File: src/inc/mpr_pkg.sv
// shared constants, types and decode helpers of the main processor register block
package mpr_pkg;

	// ----------------------------------------------------------------
	// widths
	// ----------------------------------------------------------------
	localparam int MPR_W = 16;
	localparam int MPR_BW = 8;
	localparam int MPR_LIDX_W = 4;
	localparam int MPR_LREG_N = 16;
	localparam int MPR_SYS_W = 9;
	localparam int MPR_MIDX_W = 8;
	localparam int MPR_MAP_COUNT = 248;
	localparam int MPR_REAL_COUNT = 8;
	localparam int MPR_MAP_TOTAL = MPR_MAP_COUNT + MPR_REAL_COUNT;
	localparam int MPR_PHYS_W = 19;
	localparam int MPR_SAVE_W = 24;
	localparam int MPR_XPAGE_LSB = 11;
	localparam int MPR_RPAGE_LSB = 13;

	// ----------------------------------------------------------------
	// system addresses of the map groups and of the translation save high byte
	// ----------------------------------------------------------------
	localparam logic [8:0] MPR_SYS_MAP_LO = 9'h080;
	localparam logic [8:0] MPR_SYS_MAP_HI = 9'h17F;
	localparam logic [8:0] MPR_SYS_TASK1_BASE = 9'h080;
	localparam logic [8:0] MPR_SYS_REAL_BASE = 9'h0A0;
	localparam logic [8:0] MPR_SYS_IO1_BASE = 9'h0A8;
	localparam logic [8:0] MPR_SYS_TASK0_BASE = 9'h0C0;
	localparam logic [8:0] MPR_SYS_IO0_BASE = 9'h0E0;
	localparam logic [8:0] MPR_SYS_IO2_BASE = 9'h100;
	localparam logic [8:0] MPR_SYS_REG_HIGH = 9'h0A7;
	localparam logic [15:0] MPR_SYS_XSH = 16'h0010;

	// ----------------------------------------------------------------
	// local work register slots
	// ----------------------------------------------------------------
	localparam logic [3:0] MPR_LR_ARG1 = 4'h0;
	localparam logic [3:0] MPR_LR_ARG2 = 4'h1;
	localparam logic [3:0] MPR_LR_NEXT = 4'h2;
	localparam logic [3:0] MPR_LR_SNAP = 4'h3;
	localparam logic [3:0] MPR_LR_XR1 = 4'h4;
	localparam logic [3:0] MPR_LR_XR2 = 4'h5;
	localparam logic [3:0] MPR_LR_RECALL = 4'h6;
	localparam logic [3:0] MPR_LR_LEN = 4'h7;
	localparam logic [3:0] MPR_LR_WR4 = 4'h8;
	localparam logic [3:0] MPR_LR_XPTR = 4'hC;
	localparam logic [3:0] MPR_LR_RPTR = 4'hD;

	// ----------------------------------------------------------------
	// values
	// ----------------------------------------------------------------
	localparam logic [15:0] MPR_LREG_RST = 16'h0000;
	localparam logic [7:0] MPR_BYTE_RST = 8'h00;
	localparam logic [7:0] MPR_PROT_VALUE = 8'hFF;
	localparam logic [15:0] MPR_NO_SENSE = 16'h0000;

	typedef enum logic [1:0] {
		MPR_ST_IDLE = 2'b00,
		MPR_ST_LOOK = 2'b01,
		MPR_ST_ISSUE = 2'b10
	} mpr_state_e;

	// ----------------------------------------------------------------
	// internal address decode
	// ----------------------------------------------------------------
	function automatic logic mpr_is_local(input logic [15:0] a);
		mpr_is_local = (a[15:4] == 12'h000);
	endfunction

	function automatic logic mpr_is_map(input logic [15:0] a);
		mpr_is_map = (a >= {7'h00, MPR_SYS_MAP_LO}) && (a <= {7'h00, MPR_SYS_MAP_HI});
	endfunction

	function automatic logic [7:0] mpr_map_idx(input logic [8:0] sys);
		logic [8:0] d;
		d = sys - MPR_SYS_MAP_LO;
		mpr_map_idx = d[7:0];
	endfunction

endpackage

File: src/logic/mpr_local_regs.sv
// sixteen local work registers with instruction snapshot and length recall capture
`timescale 1ns/100ps
module mpr_local_regs
	import mpr_pkg::*;
(
	// clock and reset
	input wire logic clk,
	input wire logic nrst,
	// word write
	input wire logic wr_en,
	input wire logic [MPR_LIDX_W-1:0] wr_idx,
	input wire logic [MPR_W-1:0] wr_data,
	// instruction start capture
	input wire logic snap_en,
	input wire logic [MPR_BW-1:0] snap_op,
	input wire logic [MPR_BW-1:0] snap_mod,
	// incomplete operation capture
	input wire logic recall_en,
	input wire logic [MPR_BW-1:0] recall_byte,
	// reads
	input wire logic [MPR_LIDX_W-1:0] rd_idx,
	output logic [MPR_W-1:0] rd_data,
	output logic [MPR_W-1:0] xptr,
	output logic [MPR_W-1:0] rptr
);

	logic [MPR_W-1:0] regs [MPR_LREG_N];
	logic [MPR_W-1:0] next_regs [MPR_LREG_N];

	// ----------------------------------------------------------------
	// next values
	// ----------------------------------------------------------------
	always_comb
	begin
		next_regs = regs;
		if (wr_en)
		begin
			next_regs[wr_idx] = wr_data;
		end
		if (recall_en)
		begin
			next_regs[MPR_LR_LEN] = {MPR_BYTE_RST, recall_byte};
		end
		// the recall slot is one byte wide, upper half always reads zero
		next_regs[MPR_LR_LEN][MPR_W-1:MPR_BW] = MPR_BYTE_RST;
		if (snap_en)
		begin
			next_regs[MPR_LR_SNAP] = {snap_op, snap_mod};
		end
	end

	always_ff @(posedge clk)
	begin
		if (!nrst)
		begin
			for (int i = 0; i < MPR_LREG_N; i++)
			begin
				regs[i] <= MPR_LREG_RST;
			end
		end
		else
		begin
			regs <= next_regs;
		end
	end

	assign rd_data = regs[rd_idx];
	assign xptr = regs[MPR_LR_XPTR];
	assign rptr = regs[MPR_LR_RPTR];
endmodule

File: src/logic/mpr_map_bank.sv
// storage array of the address translation and real addressing map registers
`timescale 1ns/100ps
module mpr_map_bank
	import mpr_pkg::*;
(
	// clock
	input wire logic clk,
	// write port
	input wire logic wr_en,
	input wire logic [MPR_MIDX_W-1:0] wr_idx,
	input wire logic [MPR_BW-1:0] wr_data,
	// access read port
	input wire logic [MPR_MIDX_W-1:0] a_idx,
	output logic [MPR_BW-1:0] a_data,
	// sense read port
	input wire logic [MPR_MIDX_W-1:0] b_idx,
	output logic [MPR_BW-1:0] b_data,
	// high byte of the register save address
	output logic [MPR_BW-1:0] hold_data
);

	// map entries are plain storage, software loads them before use
	logic [MPR_BW-1:0] mem [MPR_MAP_TOTAL];

	always_ff @(posedge clk)
	begin
		if (wr_en)
		begin
			mem[wr_idx] <= wr_data;
		end
	end

	assign a_data = mem[a_idx];
	assign b_data = mem[b_idx];
	assign hold_data = mem[mpr_map_idx(MPR_SYS_REG_HIGH)];

endmodule

File: src/logic/mpr_main_regs.sv
// main processor local registers, translation maps and storage address latch
`timescale 1ns/100ps
module mpr_main_regs
	import mpr_pkg::*;
(
	// clock and reset
	input wire logic clk,
	input wire logic nrst,
	// program writes to the local work registers
	input wire logic lsr_we,
	input wire logic [MPR_LIDX_W-1:0] lsr_idx,
	input wire logic [MPR_W-1:0] lsr_wdata,
	// instruction events
	input wire logic instr_start,
	input wire logic [MPR_BW-1:0] instr_op,
	input wire logic [MPR_BW-1:0] instr_mod,
	input wire logic op_incomplete,
	input wire logic [MPR_BW-1:0] op_r_byte,
	// mode guard levels
	input wire logic xlate_en,
	input wire logic privileged,
	input wire logic task_grp,
	// program writes to the map registers
	input wire logic map_we,
	input wire logic [MPR_SYS_W-1:0] map_sys,
	input wire logic [MPR_BW-1:0] map_wdata,
	// storage access request
	input wire logic acc_req,
	input wire logic acc_write,
	input wire logic [MPR_W-1:0] acc_addr,
	// logical address compare
	input wire logic cmp_en,
	input wire logic [MPR_W-1:0] cmp_addr,
	// control processor path
	input wire logic cp_latch_load,
	input wire logic [MPR_W-1:0] cp_latch_data,
	input wire logic cp_sense,
	input wire logic cp_load,
	input wire logic [MPR_W-1:0] cp_load_data,
	// storage side
	output logic acc_busy,
	output logic ms_valid,
	output logic ms_write,
	output logic [MPR_PHYS_W-1:0] ms_addr,
	output logic prot_err,
	output logic cmp_hit,
	// control processor answers
	output logic cp_sense_ack,
	output logic [MPR_W-1:0] cp_sense_data,
	output logic cp_latch_refused,
	output logic map_refused,
	// save area addresses
	output logic [MPR_SAVE_W-1:0] xlate_save_addr,
	output logic [MPR_SAVE_W-1:0] reg_save_addr
);

	// ----------------------------------------------------------------
	// state
	// ----------------------------------------------------------------
	mpr_state_e state, next_state;
	logic [MPR_W-1:0] storage_addr_latch, next_latch;
	logic [MPR_BW-1:0] xlate_save_high_byte, next_xsh;
	logic acc_wr_q, next_acc_wr_q;
	logic next_busy, next_ms_valid, next_ms_write, next_prot_err, next_cmp_hit;
	logic [MPR_PHYS_W-1:0] next_ms_addr;
	logic next_sense_ack, next_latch_refused, next_map_refused;
	logic [MPR_W-1:0] next_sense_data;
	logic [MPR_SAVE_W-1:0] next_xsave, next_rsave;

	// ----------------------------------------------------------------
	// decode and write steering
	// ----------------------------------------------------------------
	logic sel_local, sel_map, sel_xsh;
	logic lr_wr_en;
	logic [MPR_LIDX_W-1:0] lr_wr_idx;
	logic [MPR_W-1:0] lr_wr_data, lr_rd, lr_xptr, lr_rptr;
	logic mb_wr_en, cp_map_wr, msp_map_ok;
	logic [MPR_MIDX_W-1:0] mb_wr_idx;
	logic [MPR_BW-1:0] mb_wr_data, map_a, map_b, map_hold;
	logic [MPR_SYS_W-1:0] a_sys;
	logic accept;

	assign sel_local = mpr_is_local(storage_addr_latch);
	assign sel_map = mpr_is_map(storage_addr_latch);
	assign sel_xsh = (storage_addr_latch == MPR_SYS_XSH);
	assign accept = (state == MPR_ST_IDLE) && acc_req;

	// control processor load wins the shared write port; a colliding program write is lost
	assign lr_wr_en = (cp_load && sel_local) || lsr_we;
	assign lr_wr_idx = (cp_load && sel_local) ? storage_addr_latch[MPR_LIDX_W-1:0] : lsr_idx;
	assign lr_wr_data = (cp_load && sel_local) ? cp_load_data : lsr_wdata;

	assign cp_map_wr = cp_load && sel_map;
	assign msp_map_ok = map_we && privileged && !cp_map_wr;
	assign mb_wr_en = cp_map_wr || msp_map_ok;
	assign mb_wr_idx = cp_map_wr ? mpr_map_idx(storage_addr_latch[MPR_SYS_W-1:0])
		: mpr_map_idx(map_sys);
	assign mb_wr_data = cp_map_wr ? cp_load_data[MPR_BW-1:0] : map_wdata;

	// translated pages are 2K, real pages 8K; both land in the same physical width
	always_comb
	begin
		if (xlate_en)
		begin
			a_sys = (task_grp ? MPR_SYS_TASK1_BASE : MPR_SYS_TASK0_BASE)
				+ {4'h0, storage_addr_latch[MPR_W-1:MPR_XPAGE_LSB]};
		end
		else
		begin
			a_sys = MPR_SYS_REAL_BASE + {6'h00, storage_addr_latch[MPR_W-1:MPR_RPAGE_LSB]};
		end
	end

	// ----------------------------------------------------------------
	// storage units
	// ----------------------------------------------------------------
	mpr_local_regs u_local (
		.clk(clk),
		.nrst(nrst),
		.wr_en(lr_wr_en),
		.wr_idx(lr_wr_idx),
		.wr_data(lr_wr_data),
		.snap_en(instr_start),
		.snap_op(instr_op),
		.snap_mod(instr_mod),
		.recall_en(op_incomplete),
		.recall_byte(op_r_byte),
		.rd_idx(storage_addr_latch[MPR_LIDX_W-1:0]),
		.rd_data(lr_rd),
		.xptr(lr_xptr),
		.rptr(lr_rptr)
	);

	mpr_map_bank u_maps (
		.clk(clk),
		.wr_en(mb_wr_en),
		.wr_idx(mb_wr_idx),
		.wr_data(mb_wr_data),
		.a_idx(mpr_map_idx(a_sys)),
		.a_data(map_a),
		.b_idx(mpr_map_idx(storage_addr_latch[MPR_SYS_W-1:0])),
		.b_data(map_b),
		.hold_data(map_hold)
	);

	// ----------------------------------------------------------------
	// access sequence and control processor answers
	// ----------------------------------------------------------------
	always_comb
	begin
		next_state = state;
		next_latch = storage_addr_latch;
		next_xsh = xlate_save_high_byte;
		next_acc_wr_q = acc_wr_q;
		next_ms_valid = 1'b0;
		next_ms_write = 1'b0;
		next_ms_addr = ms_addr;
		next_prot_err = 1'b0;
		next_cmp_hit = 1'b0;
		next_latch_refused = 1'b0;
		next_map_refused = map_we && !msp_map_ok;
		next_sense_ack = cp_sense;
		next_sense_data = cp_sense_data;
		case (state)
			MPR_ST_IDLE:
			begin
				if (acc_req)
				begin
					next_latch = acc_addr;
					next_acc_wr_q = acc_write;
					next_state = MPR_ST_LOOK;
				end
				else if (cp_latch_load)
				begin
					next_latch = cp_latch_data;
				end
			end
			MPR_ST_LOOK:
			begin
				next_state = MPR_ST_ISSUE;
				next_cmp_hit = xlate_en && cmp_en && (storage_addr_latch == cmp_addr);
				if (map_a == MPR_PROT_VALUE)
				begin
					next_prot_err = 1'b1;
				end
				else
				begin
					next_ms_valid = 1'b1;
					next_ms_write = acc_wr_q;
					if (xlate_en)
					begin
						next_ms_addr = {map_a, storage_addr_latch[MPR_XPAGE_LSB-1:0]};
					end
					else
					begin
						next_ms_addr = {map_a[5:0], storage_addr_latch[MPR_RPAGE_LSB-1:0]};
					end
				end
			end
			MPR_ST_ISSUE:
			begin
				next_state = MPR_ST_IDLE;
			end
			default:
			begin
				next_state = MPR_ST_IDLE;
			end
		endcase
		// the latch must not move under a running access
		if (cp_latch_load && (state != MPR_ST_IDLE || acc_req))
		begin
			next_latch_refused = 1'b1;
		end
		if (cp_load && sel_xsh)
		begin
			next_xsh = cp_load_data[MPR_BW-1:0];
		end
		if (cp_sense)
		begin
			if (sel_local)
			begin
				next_sense_data = lr_rd;
			end
			else if (sel_map)
			begin
				next_sense_data = {MPR_BYTE_RST, map_b};
			end
			else if (sel_xsh)
			begin
				next_sense_data = {MPR_BYTE_RST, xlate_save_high_byte};
			end
			else
			begin
				next_sense_data = MPR_NO_SENSE;
			end
		end
		next_busy = (next_state != MPR_ST_IDLE);
		next_xsave = {xlate_save_high_byte, lr_xptr};
		next_rsave = {map_hold, lr_rptr};
	end

	always_ff @(posedge clk)
	begin
		if (!nrst)
		begin
			state <= MPR_ST_IDLE;
			storage_addr_latch <= MPR_LREG_RST;
			xlate_save_high_byte <= MPR_BYTE_RST;
			acc_wr_q <= 1'b0;
			acc_busy <= 1'b0;
			ms_valid <= 1'b0;
			ms_write <= 1'b0;
			ms_addr <= '0;
			prot_err <= 1'b0;
			cmp_hit <= 1'b0;
			cp_sense_ack <= 1'b0;
			cp_sense_data <= MPR_NO_SENSE;
			cp_latch_refused <= 1'b0;
			map_refused <= 1'b0;
			xlate_save_addr <= '0;
			reg_save_addr <= '0;
		end
		else
		begin
			state <= next_state;
			storage_addr_latch <= next_latch;
			xlate_save_high_byte <= next_xsh;
			acc_wr_q <= next_acc_wr_q;
			acc_busy <= next_busy;
			ms_valid <= next_ms_valid;
			ms_write <= next_ms_write;
			ms_addr <= next_ms_addr;
			prot_err <= next_prot_err;
			cmp_hit <= next_cmp_hit;
			cp_sense_ack <= next_sense_ack;
			cp_sense_data <= next_sense_data;
			cp_latch_refused <= next_latch_refused;
			map_refused <= next_map_refused;
			xlate_save_addr <= next_xsave;
			reg_save_addr <= next_rsave;
		end
	end
endmodule

File: config.mk
export PLATFORM = sky130hd
export DESIGN_NAME = mpr_main_regs
export DESIGN_NICKNAME = d
export VERILOG_FILES = /design/src/inc/mpr_pkg.sv /design/src/logic/mpr_local_regs.sv /design/src/logic/mpr_map_bank.sv /design/src/logic/mpr_main_regs.sv
export SDC_FILE = /design/constraint.sdc
export NUM_CORES = 2
export LEC_CHECK = 0
export BUFFER_PORTS_ARGS = -buffer_cell sky130_fd_sc_hd__buf_4
export CORE_UTILIZATION = 55
export DETAILED_ROUTE_END_ITERATION = 7
export PLACE_DENSITY_LB_ADDON = 0.08
export SLEW_MARGIN = 20
export SYNTH_ARGS = -nofsm -noshare
export SYNTH_HDL_FRONTEND = slang
export SYNTH_SLANG_ARGS = --single-unit
File: constraint.sdc
create_clock -name clk -period 13.4 [get_ports clk]
set_clock_uncertainty 0.1 [all_clocks]
set_input_delay 1.34 -clock clk [delete_from_list [all_inputs] [get_ports clk]]
set_output_delay 1.34 -clock clk [all_outputs]
set_load 0.005 [all_outputs]
==> results_dict.tcl <==
set metrics [dict create \
    grt_antenna_before_repair 18 \
    rsz0062_at_grt "no" \
    yosys.area_share.adder_pct 0 \
    drive_above_1_share_pct 22.9 \
    critPathTopFamily "buffers and inverters" \
    synth.ff_latch_count 2414 \
    gp_congestion 0.885 \
    r2r-start "storage_addr_latch[0]$_SDFFE_PN0P_" \
    first_global_vias 59300 \
    core_mm2 0.186 \
    setup_viol 0 \
    syn_area_per_cell_um2 16.3 \
    path_clk_slew_ns 0.06 \
    dieArea_mm2 0.189 \
    clock_tree.buffer_depth 3 \
    die_w_um 434 \
    synth_xor_area_share_pct 0.145 \
    path_common_cell "a21oi_1" \
    tns_ns 0 \
    netlist.area_leader.share_pct 59.8 \
    hold_depth 2 \
    critical_path.max_stage_delay_ns 0.80 \
    syn_area_mm2 0.103 \
    final_max_slew_viol_count 0 \
    synthMuxAreaShare_pct 16.8 \
    vias 61000 \
    drtAntennaViolNets 0 \
    cts_resized 0 \
    clk_latency_ns 0.88 \
    cts_tree "done" \
    hold_path_class "register to register" \
    path_max_fanout 81 \
    yosysUniqueCellTypes 84 \
    drc 0 \
    synth_cells 6299 \
    crit_required_ns 14.05 \
    ys_top_cells_by_count "2048 x edfxtp_1, 641 x mux4_2, 634 x nand2_1, 372 x nor2_1, 366 x dfxtp_1" \
    ys.flop_type "edfxtp_1" \
    portBuffers 229 \
    grt_first_pass_wirelength_mm 424 \
    grt_max_degree 193 \
    cp-end-kind "register" \
    dieHeight_um 434 \
    cts_made_buffers 240 \
    area_delta_synth_final_pct 11.4 \
    hp-start "ms_addr[0]$_SDFFE_PN0P_" \
    ys_seq_area_share_pct 66.9 \
    cp_slowest_cell "dfxtp_4" \
    cellLeakagePower_nw 39.0 \
    wl_per_cell_um 32.5 \
    path_buf_inv 3 \
    dp.final_hpwl_mm 183 \
    critPathLaunchType "register" \
    synth_compound_area_share_pct 7.95 \
    finalHoldViolations 0 \
    synth_area_leaders "edfxtp_1 60%, mux4_2 14%, dfxtp_1 7.1%" \
    status "completed" \
    htreeDepth 4 \
    worstSetupPathType "register to register" \
    yosysTopAreaCell "edfxtp_1" \
    detail_route.wirelength_mm 297 \
    async_flop_share_pct 0 \
    grt_overflow 0 \
    drt_iter0_drc 7773 \
    cts_setup_buffers 0 \
    cp_num_cells 12 \
    clock.fmax_ghz 0.163 \
    power_density_mw_per_mm2 147 \
    r2r_cells 12 \
    grtUsageTotal_pct 31.5 \
    io_pins 231 \
    vdd_ir_drop_max_uv 118 \
    fillers 13500 \
    first_pass_iters 6 \
    finalCriticalPeriod_ns 6.12 \
    ys.warnings.count 0 \
    cp_data_arrival_time_ns 6.78 \
    cts_root_buffer "clkbuf_16" \
    multi_input_area_mm2 0.0316 \
    seqCellArea_mm2 0.0689 \
    cts_hold_buf 0 \
    synth_top_family_by_area "multiplexers" \
    synth-edff-count 2048 \
    tightest_slew_ns 1.25 \
    crit_start "storage_addr_latch[0]$_SDFFE_PN0P_" \
    via_per_inst 6.68 \
    drv_cap 0 \
    crit_chain "buf_4 -> buf_4 -> buf_12 -> mux4_2 -> mux4_2 -> nor3_1 -> a21oi_1 -> o21ai_0 -> a21oi_1 -> a21oi_1 -> nor3_1 -> a221o_1" \
    start_util_pct 55.4 \
    cts_sinks 2414 \
    synthSimpleGateAreaFrac_pct 5.57 \
    maxSlewHeadroom_pct 16.4 \
    total_power_mw 16.8 \
    layout.nets 6572 \
    final.period_utilization_pct 45.7 \
    placementRows 158 \
    synth.most_common_cell "edfxtp_1" \
    synthesis.nets 6439 \
]
==> path summary, 6_finish.rpt <==
| kind | to | slack, ns |
|---|---|---|
| setup / recovery | cp_sense_data[2]$_SDFFE_PN0P_ | 7.28 |
| hold / removal | ms_addr[0]$_SDFFE_PN0P_ | 0.36 |
| setup reg to reg | cp_sense_data[2]$_SDFFE_PN0P_ | 7.28 |
| hold reg to reg | ms_addr[0]$_SDFFE_PN0P_ | 0.36 |
==> state kept, by name, indices dropped and copies added (netlist names) <==
register,flops
acc_busy,1
acc_wr_q,1
cmp_hit,1
cp_latch_refused,1
cp_sense_ack,1
cp_sense_data,16
map_refused,1
ms_addr,19
ms_valid,1
ms_write,1
prot_err,1
reg_save_addr,24
state,2
storage_addr_latch,16
u_local.regs,216
u_local.rptr,16
u_local.xptr,16
u_maps.mem,2048
xlate_save_addr,24
xlate_save_high_byte,8
==> tightest hold or removal path, stage by stage (launching register included) <==
cell     delay [ns]
dfxtp_1        0.31
nand2_1        0.05
mux2i_1        0.05
==> metal layers <==
| metal | up-vias | share of wire [%] | track usage (%) |
|---|---|---|---|
| li1 | 25500 | - | - |
| met1 | 31600 | 39 | 44.2 |
| met2 | 3245 | 47 | 48.4 |
| met3 | 677 | 9.4 | 6.30 |
| met4 | 18 | 4.5 | 13.3 |
| met5 | - | 0.042 | 0 |
==> area by class of cell <==
| class | count | share of cell area (%) |
|---|---|---|
| Inverter | 29 | 0.102 |
| Clock buffer | 318 | 5.65 |
| Clock inverter | 133 | 1.08 |
| Antenna cell | 12 | 0.0262 |
| Multi-Input combinational cell | 3358 | 27.6 |
| Timing Repair Buffer | 389 | 2.70 |
| Tap cell | 2480 | 2.71 |
| Sequential cell | 2414 | 60.1 |
==> power by group <==
part / internal [mW] / switching [mW]
Clock: 3.72 / 2.87
Combinational: 0.681 / 1.23
Sequential: 8.24 / 0.0630
==> cell usage in the layout (no fill, tap or decap), drive strengths merged, types with 60 or more instances in the layout <==
| master | instances |
|---|---|
| nand2 | 634 |
| a21oi | 208 |
| nand3 | 67 |
| nor2 | 373 |
| mux4 | 641 |
| edfxtp | 2048 |
| o21ai | 153 |
| mux2i | 241 |
| clkinv | 113 |
| buf | 389 |
| dfxtp | 366 |
| nor2b | 60 |
| o211a | 243 |
| clkbuf | 318 |
| o211ai | 76 |
==> metrics by stage <==
step | cell area (um^2) | hold WS, ns | setup WS, ns | cells | utilization [%]
2_1_floorplan | 103000 | 0.339 | 7.36 | 6299 | -
3_3_place_gp | 107000 | 0.345 | 6.97 | 8669 | 57.5
3_5_place_dp | 107000 | 0.349 | 6.91 | 8669 | 57.5
4_1_cts | 114000 | 0.363 | 7.20 | 9120 | 61.7
5_1_grt | 115000 | 0.384 | 6.99 | 9126 | 61.7
6_report | 115000 | 0.361 | 7.28 | 9133 | 61.7
==> cells by family after synthesis <==
family / after synthesis
buffers and inverters: 527
xor gates and xnor gates: 17
AOI/OAI and AO/OA: 1091
muxes: 920
DFF: 2414
and+or+nand+nor: 1330
No activity file was read; power rests on OpenSTA's default activity.
